<file path="src/ptp_trig_pkg.sv">
// constants for the unit 1 target-time trigger block and its register map
// Behaviour
// - bits 10-8 delay unit 1; 1 ns/4 ns steps
// - byte extends unit 12 pulse width bits 23-16
// - 30-bit target nanoseconds; top two bits read zero
// - 32-bit target seconds in two words, reset zero
// - config bit 15 selects cascade mode, reset zero
// - enables self-clear on output; software sets head only
// - done flag on notified event, write-one clears, interrupts
// - no tail in cascade: loop until soft reset
package ptp_trig_pkg;
  // ----------------------------------------------------------------
  // register indices (byte address is four times the index)
  // ----------------------------------------------------------------
  localparam logic [9:0] IDX_DONE = 10'h204;
  localparam logic [9:0] IDX_EN = 10'h206;
  localparam logic [9:0] IDX_SWRST = 10'h208;
  localparam logic [9:0] IDX_PPS_SKEW = 10'h20a;
  localparam logic [9:0] IDX_NSL = 10'h220;
  localparam logic [9:0] IDX_NSH = 10'h222;
  localparam logic [9:0] IDX_SL = 10'h224;
  localparam logic [9:0] IDX_SH = 10'h226;
  localparam logic [9:0] IDX_CFG1 = 10'h228;
  localparam logic [9:0] IDX_U12_CFG2 = 10'h38a;
  localparam logic [9:0] IDX_IRQ_MASK = 10'h230;
  // ----------------------------------------------------------------
  // field layouts
  // ----------------------------------------------------------------
  localparam int UNITS = 12;
  localparam int CFG_CASCADE_BIT = 15;
  localparam int CFG_TAIL_BIT = 14;
  localparam int CFG_NOTIFY_BIT = 13;
  localparam int SKEW_LSB = 8;
  localparam int SKEW_FINE_BIT = 11;
  localparam logic [15:0] PPS_SKEW_MASK = 16'h0fff;
  localparam logic [15:0] NSH_MASK = 16'h3fff;
  localparam logic [15:0] CFG1_MASK = 16'he000;
  localparam logic [15:0] UNIT_MASK = 16'h0fff;
  localparam logic [15:0] RST_WORD = 16'h0000;
  // ----------------------------------------------------------------
  // timing: compensation step per code and nanoseconds per second, in ns
  // ----------------------------------------------------------------
  localparam logic [30:0] STEP_FINE_NS = 31'h1;
  localparam logic [30:0] STEP_COARSE_NS = 31'h4;
  localparam logic [30:0] NS_PER_SEC = 31'h3b9aca00;
  // ----------------------------------------------------------------
  // bus encodings and unit 1 sequencer states
  // ----------------------------------------------------------------
  localparam logic [1:0] HTRANS_NONSEQ = 2'h2;
  localparam logic HRESP_OKAY = 1'b0;
  typedef enum logic [1:0] {UNIT_IDLE, UNIT_ARMED, UNIT_WAIT_LOW} unit_state_t;
endpackage

</file>
<file path="src/ptp_trigger_target_time.sv">
// unit 1 target-time trigger with its registers behind an AHB-Lite slave
//
// Register access over AHB-Lite was decided locally.
`timescale 1ns/1ps
module ptp_trigger_target_time (
  input wire logic MCLK,
  input wire logic RST_N,
  input wire logic HSEL,
  input wire logic [31:0] HADDR,
  input wire logic [1:0] HTRANS,
  input wire logic HWRITE,
  input wire logic [2:0] HSIZE,
  input wire logic [31:0] HWDATA,
  input wire logic HREADY,
  output logic [31:0] HRDATA,
  output logic HREADYOUT,
  output logic HRESP,
  input wire logic [31:0] PTP_SEC,
  input wire logic [29:0] PTP_NS,
  input wire logic [ptp_trig_pkg::UNITS-1:0] UNIT_EVENT,
  output logic TRIG1_OUT,
  output logic [ptp_trig_pkg::UNITS-1:0] TRIGGER_UNIT_ENABLES_OUT,
  output logic [ptp_trig_pkg::UNITS-1:0] SW_RST_OUT,
  output logic [23:0] PPS12_WIDTH,
  output logic IRQ
);
  import ptp_trig_pkg::*;

  // ----------------------------------------------------------------
  // bus slave: address phase capture
  // ----------------------------------------------------------------
  logic wr_pend_reg, wr_pend_next;
  logic [9:0] wr_idx_reg, wr_idx_next;
  logic addr_ok;
  logic [9:0] a_idx;
  logic wr_now;
  logic [9:0] w_idx;
  logic [15:0] wd;

  assign a_idx = HADDR[11:2];
  assign addr_ok = HSEL && HREADY && (HTRANS == HTRANS_NONSEQ) && (HADDR[31:12] == 20'h0);
  assign wr_now = wr_pend_reg;
  assign w_idx = wr_idx_reg;
  assign wd = HWDATA[15:0];
  // zero wait states: each transfer finishes in the data phase right after its address phase
  assign HREADYOUT = 1'b1;
  assign HRESP = HRESP_OKAY;

  always_comb begin
    wr_pend_next = addr_ok && HWRITE;
    wr_idx_next = addr_ok ? a_idx : wr_idx_reg;
  end

  always_ff @(posedge MCLK or negedge RST_N) begin
    if (!RST_N) begin
      wr_pend_reg <= 1'b0;
      wr_idx_reg <= 10'h0;
    end else begin
      wr_pend_reg <= wr_pend_next;
      wr_idx_reg <= wr_idx_next;
    end
  end

  // ----------------------------------------------------------------
  // register file
  // ----------------------------------------------------------------
  logic [15:0] pps_skew_reg, pps_skew_next;
  logic [15:0] nsl_reg, nsl_next, nsh_reg, nsh_next;
  logic [15:0] sl_reg, sl_next, sh_reg, sh_next;
  logic [15:0] cfg1_reg, cfg1_next, u12cfg2_reg, u12cfg2_next;
  logic [UNITS-1:0] en_reg, en_next, done_reg, done_next, mask_reg, mask_next;
  logic [UNITS-1:0] swrst_reg, swrst_next, unit_fire;
  logic fire;
  logic loop_mode;
  // the mask is kept at unit width; the word form only feeds the shared write helper
  logic [15:0] mask_word;

  function automatic logic [15:0] upd(input logic [15:0] cur, input logic [9:0] idx, input logic [15:0] m);
    upd = (wr_now && w_idx == idx) ? (wd & m) : cur;
  endfunction

  always_comb begin
    pps_skew_next = upd(pps_skew_reg, IDX_PPS_SKEW, PPS_SKEW_MASK);
    nsl_next = upd(nsl_reg, IDX_NSL, 16'hffff);
    nsh_next = upd(nsh_reg, IDX_NSH, NSH_MASK);
    sl_next = upd(sl_reg, IDX_SL, 16'hffff);
    sh_next = upd(sh_reg, IDX_SH, 16'hffff);
    cfg1_next = upd(cfg1_reg, IDX_CFG1, CFG1_MASK);
    u12cfg2_next = upd(u12cfg2_reg, IDX_U12_CFG2, 16'hffff);
    mask_word = upd({4'h0, mask_reg}, IDX_IRQ_MASK, UNIT_MASK);
    mask_next = mask_word[UNITS-1:0];
    // soft reset bits self-clear after one cycle
    swrst_next = (wr_now && w_idx == IDX_SWRST) ? wd[UNITS-1:0] : '0;
  end

  // per-unit enable and done; unit 1 is local, the rest report via UNIT_EVENT
  assign unit_fire = UNIT_EVENT | {{(UNITS-1){1'b0}}, fire};

  genvar g;
  generate
    for (g = 0; g < UNITS; g++) begin : g_unit
      logic hold;
      assign hold = (g == 0) && loop_mode;
      always_comb begin
        // a software write wins over the self-clear in the same cycle
        if (wr_now && w_idx == IDX_EN) begin
          en_next[g] = wd[g];
        end else if (swrst_reg[g] || (unit_fire[g] && !hold)) begin
          en_next[g] = 1'b0;
        end else begin
          en_next[g] = en_reg[g];
        end
        // set beats write-one-to-clear
        done_next[g] = (done_reg[g] && !(wr_now && w_idx == IDX_DONE && wd[g]))
          || (unit_fire[g] && (g != 0 || cfg1_reg[CFG_NOTIFY_BIT]));
      end
    end
  endgenerate

  always_ff @(posedge MCLK or negedge RST_N) begin
    if (!RST_N) begin
      pps_skew_reg <= RST_WORD;
      nsl_reg <= RST_WORD;
      nsh_reg <= RST_WORD;
      sl_reg <= RST_WORD;
      sh_reg <= RST_WORD;
      cfg1_reg <= RST_WORD;
      u12cfg2_reg <= RST_WORD;
      en_reg <= '0;
      done_reg <= '0;
      mask_reg <= '0;
      swrst_reg <= '0;
    end else begin
      pps_skew_reg <= pps_skew_next;
      nsl_reg <= nsl_next;
      nsh_reg <= nsh_next;
      sl_reg <= sl_next;
      sh_reg <= sh_next;
      cfg1_reg <= cfg1_next;
      u12cfg2_reg <= u12cfg2_next;
      en_reg <= en_next;
      done_reg <= done_next;
      mask_reg <= mask_next;
      swrst_reg <= swrst_next;
    end
  end

  // ----------------------------------------------------------------
  // read mux works on next values so a read right after a write sees it
  // ----------------------------------------------------------------
  logic [15:0] rd_word;
  logic [31:0] hrdata_reg, hrdata_next;

  always_comb begin
    case (a_idx)
      IDX_DONE: rd_word = {4'h0, done_next};
      IDX_EN: rd_word = {4'h0, en_next};
      IDX_SWRST: rd_word = {4'h0, swrst_next};
      IDX_PPS_SKEW: rd_word = pps_skew_next;
      IDX_NSL: rd_word = nsl_next;
      IDX_NSH: rd_word = nsh_next;
      IDX_SL: rd_word = sl_next;
      IDX_SH: rd_word = sh_next;
      IDX_CFG1: rd_word = cfg1_next;
      IDX_U12_CFG2: rd_word = u12cfg2_next;
      IDX_IRQ_MASK: rd_word = {4'h0, mask_next};
      default: rd_word = 16'h0;
    endcase
    hrdata_next = (addr_ok && !HWRITE) ? {16'h0, rd_word} : 32'h0;
  end

  // ----------------------------------------------------------------
  // target compare with path-delay compensation
  // ----------------------------------------------------------------
  logic [30:0] skew_ns, tgt_ns_sum, tgt_ns;
  logic [31:0] tgt_sec;
  logic time_ge;

  always_comb begin
    // coarse steps stretch the same three bits to cover 0..28 ns
    skew_ns = 31'(pps_skew_reg[SKEW_LSB +: 3]) * (pps_skew_reg[SKEW_FINE_BIT] ? STEP_FINE_NS : STEP_COARSE_NS);
    tgt_ns_sum = {1'b0, nsh_reg[13:0], nsl_reg} + skew_ns;
    if (tgt_ns_sum >= NS_PER_SEC) begin
      tgt_ns = tgt_ns_sum - NS_PER_SEC;
      tgt_sec = {sh_reg, sl_reg} + 32'h1;
    end else begin
      tgt_ns = tgt_ns_sum;
      tgt_sec = {sh_reg, sl_reg};
    end
    time_ge = (PTP_SEC > tgt_sec) || (PTP_SEC == tgt_sec && {1'b0, PTP_NS} >= tgt_ns);
  end

  // ----------------------------------------------------------------
  // unit 1 sequencer
  // ----------------------------------------------------------------
  unit_state_t st_reg, st_next;
  logic trig_reg, irq_reg;

  // only unit 1 is local, so "no tail anywhere" is judged on unit 1 alone
  assign loop_mode = cfg1_reg[CFG_CASCADE_BIT] && !cfg1_reg[CFG_TAIL_BIT];
  assign fire = (st_reg == UNIT_ARMED) && en_reg[0] && time_ge && !swrst_reg[0];

  always_comb begin
    st_next = st_reg;
    case (st_reg)
      UNIT_IDLE: if (en_reg[0] && !swrst_reg[0]) st_next = UNIT_ARMED;
      UNIT_ARMED: begin
        if (swrst_reg[0] || !en_reg[0]) st_next = UNIT_IDLE;
        else if (fire) st_next = loop_mode ? UNIT_WAIT_LOW : UNIT_IDLE;
      end
      // in a loop, re-arm only after the time drops below target again
      UNIT_WAIT_LOW: begin
        if (swrst_reg[0] || !en_reg[0]) st_next = UNIT_IDLE;
        else if (!time_ge) st_next = UNIT_ARMED;
      end
      default: st_next = UNIT_IDLE;
    endcase
  end

  always_ff @(posedge MCLK or negedge RST_N) begin
    if (!RST_N) begin
      st_reg <= UNIT_IDLE;
      trig_reg <= 1'b0;
      irq_reg <= 1'b0;
      hrdata_reg <= 32'h0;
    end else begin
      st_reg <= st_next;
      trig_reg <= fire;
      irq_reg <= |(done_next & mask_next);
      hrdata_reg <= hrdata_next;
    end
  end

  assign TRIG1_OUT = trig_reg;
  assign IRQ = irq_reg;
  assign HRDATA = hrdata_reg;
  assign TRIGGER_UNIT_ENABLES_OUT = en_reg;
  assign SW_RST_OUT = swrst_reg;
  assign PPS12_WIDTH = {pps_skew_reg[7:0], u12cfg2_reg};
endmodule // ptp_trigger_target_time

</file>
<file path="config.mk">
export PLATFORM = sky130hd
export DESIGN_NAME = ptp_trigger_target_time
export DESIGN_NICKNAME = d
export VERILOG_FILES = /design/src/ptp_trig_pkg.sv /design/src/ptp_trigger_target_time.sv
export SDC_FILE = /design/constraint.sdc
export NUM_CORES = 1
export LEC_CHECK = 0
export ABC_AREA = 1
export BUFFER_PORTS_ARGS = -buffer_cell sky130_fd_sc_hd__clkbuf_2
export CORE_UTILIZATION = 40
export CTS_CLUSTER_SIZE = 8
export DETAILED_ROUTE_END_ITERATION = 12
export GPL_TIMING_DRIVEN = 1
export SYNTH_ARGS = -nofsm -noshare
export SYNTH_HDL_FRONTEND = slang
export SYNTH_SLANG_ARGS = --single-unit
</file>
<file path="constraint.sdc">
create_clock -name MCLK -period 5.8 [get_ports MCLK]
set_input_delay 0.58 -clock MCLK [delete_from_list [all_inputs] [get_ports MCLK]]
set_output_delay 0.58 -clock MCLK [all_outputs]
set_load 0.03 [all_outputs]
</file>
==> metrics.csv <==
metric,value,unit
status,finished clean,
wl,44200,microns
antenna_found_initial,0,
regToRegStartpoint,pps_skew_reg[9],
wl_per_cell,17.8,microns
ys_top_cells_by_count,"470 x nand2_1, 265 x inv_1, 191 x dfrtp_1, 190 x nor2_1, 121 x o21ai_0",
num_antenna_cells,0,
maxCapViolCount,0,
drt_iter0_markers,962,
grt_pass1_vias,12200,
rsz0062_at_grt,yes,
area_growth,25.0,%
synth.area.top_cells,"dfrtp_1 37%, nand2_1 14%, inv_1 7.7%, ha_1 7.1%, nor2_1 5.5%",
syn_avg_cell_area,7.22,sq um
ys_ff_latch,191,
num_io_pins,232,
synth_ff_type,dfrtp_1,
critPathMaxStageDelay,0.47,ns
timing.final.ws_setup,0.156,ns
via_per_inst,5.19,
cts-root-buf,clkbuf_16,
drc,0,
yosysUniqueCellTypes,47,
grt_start_max_net_pins,71,
rows,65,
drv_slew,0,
dp.cells,2423,
synth_cells,1783,
path_clk_slew,0.09,ns
slew_headroom,22.6,%
pwr_density_cell,174,nW/um^2
hpwl,34700,microns
fin_area,16100,sq um
yosysTopAreaCellShare,37.1,%
fillerInstances,3167,
skew,0.0213,ns
drt_first_pass_iters,6,
hold_viol_final,0,
worstMarginPinSlew,1.16,ns
finalWeightedCongestion,0.921,
multi_input_area,7330,sq um
worstSkewPairLatency,0.46,ns
cp_max_fo,5,
leakage,8.71,nW
start_util,40.7,%
synth_top_area_cell,dfrtp_1,
async_flop_share,100,%
core_area,31600,sq um
worst_setup_path_end_kind,flop,
max_freq,0.177,GHz
period_needed,5.64,ns
worstPathRequired,6.18,ns
drive_above_1_share,23.9,%
pre_cts_ws,-0.395,ns
finalSetupViolations,0,
synth_edf_count,0,
finalCritPeriodShare,97.3,%
clockBufferDepth,2,
io_buffers,192,
peakVddDrop,0.220,mV
placed_cell_area,14800,sq um
critPathLaunchType,flop,
ys_seq_area_share,37.1,%
h-tree-depth,4,
layout.nets,2283,
ys_warn_count,0,
arrival,6.03,ns
finalCoreUtilization,50.9,%
min_path_type,primary input to asynchronous set/reset pin,
drtAntennaViolNets,0,
path_common_cell,nand2_2,
critPathKind,flop to flop,
synth.most_common_cell,nand2_1,
die_h,181,microns
reg2reg_to,HRDATA[0],
die_area,32900,sq um
syn-cell-area,12900,sq um
stdcell_count,2475,
clock-sinks,191,
r2r_cells,41,
cts_tree,yes,
grt-ovfl-total,0,
reg2reg_setup_slack,0.16,ns
seqCellArea,4780,sq um
cts_buffers,17,
grt_use_total,26.9,%
die_w,181,microns
num_vias,12900,
slowest_stage,fa_1,
grt_pass1_wl,67800,microns
postCtsHoldBufs,0,
critical path: cells and delay by family (launching register included):
kind / cells / cell delay (ns)
simple gates: 26 / 2.73
buf+inv: 6 / 0.77
compound gates: 5 / 0.47
xor+xnor: 1 / 0.08
flops: 1 / 0.41
fa+ha+maj: 3 / 1.12
kinds of logic after synthesis:
family	count (synthesis)	synth area share, %
fa+ha+maj	75	7.41
compound gates	273	12.8
other cells	2	0.0583
simple gates	848	28.1
xor+xnor	57	3.94
buf+inv	337	10.6
flops	191	37.1
how the worst max path moves through the flow:
stage                     startpoint        end  cells past startpoint
global route         pps_skew_reg[9]  HRDATA[0]                     43
detailed placement  pps_skew_reg[11]  HRDATA[0]                     39
floorplan           pps_skew_reg[11]  HRDATA[0]                     39
CTS                 pps_skew_reg[11]  HRDATA[0]                     37
finish               pps_skew_reg[9]  HRDATA[0]                     41
global placement    pps_skew_reg[11]  HRDATA[0]                     39
layout make-up:
class	count	area share [%]
Inverter	271	6.35
Clock inverter	15	1.05
Clock buffer	17	2.64
Timing Repair Buffer	307	11.6
Sequential cell	191	29.7
Tap cell	402	3.13
Multi-Input combinational cell	1272	45.5
placed cells by master (no fill, tap or decap), types with 3 or more instances in the layout:
cell / synthesis / routed
nand2_1: 470 / 416
inv_1: 265 / 262
clkbuf_2: 0 / 191
dfrtp_1: 191 / 190
nor2_1: 190 / 170
o21ai_0: 121 / 119
buf_4: 26 / 109
ha_1: 73 / 67
nand3_1: 73 / 61
nand2_2: 11 / 56
a21oi_1: 61 / 55
xor2_1: 41 / 38
nor3_1: 33 / 31
a221oi_1: 28 / 28
nor2_2: 12 / 26
nand4_1: 22 / 22
conb_1: 2 / 19
clkbuf_16: 0 / 17
xnor2_1: 15 / 15
a31oi_1: 15 / 15
a22o_1: 13 / 13
nand3_2: 3 / 12
nand2_4: 2 / 11
nor4_1: 15 / 11
a22oi_1: 11 / 11
o2111ai_1: 11 / 11
nor2_4: 4 / 10
inv_2: 4 / 6
a21oi_2: 1 / 6
ha_4: 0 / 5
inv_8: 0 / 5
buf_6: 0 / 5
o211ai_1: 4 / 4
clkinv_8: 0 / 4
nand3_4: 0 / 3
xor2_2: 1 / 3
nor4_4: 1 / 3
inv_6: 0 / 3
layer usage:
layer | track usage [%] | wire length, microns | up-vias
met5 | 0 | 0 | -
met1 | 38.1 | 20300 | 6081
met3 | 3.17 | 2560 | 48
met4 | 7.29 | 965 | 0
met2 | 43.3 | 20300 | 420
li1 | - | - | 6302
repair_timing:
| action | CTS | global route |
|---|---|---|
| buffers inserted | 2 | 18 |
| resized for setup | 22 | 123 |
| endpoints found under the setup margin | 7 | 7 |
| pin swaps | 7 | 53 |
through the flow:
stage          total power, mW  setup TNS (ns)  hold WS (ns)
6_report                  2.79               0        0.0952
5_1_grt                   2.89          -0.613         0.134
4_1_cts                   2.79               0         0.114
3_5_place_dp              1.62           -1.64         0.477
3_3_place_gp              1.61          -0.942         0.468
2_1_floorplan             1.49               0         0.284
where the power goes:
group,internal (mW),switching [mW],total (mW),leakage [nW]
logic,0.102,0.171,0.273,6.23
clock network,0.582,0.599,1.18,0.289
registers,1.33,0.00606,1.34,2.19
total,2.02,0.777,2.79,8.71
No activity file was read; power rests on OpenSTA's default activity.
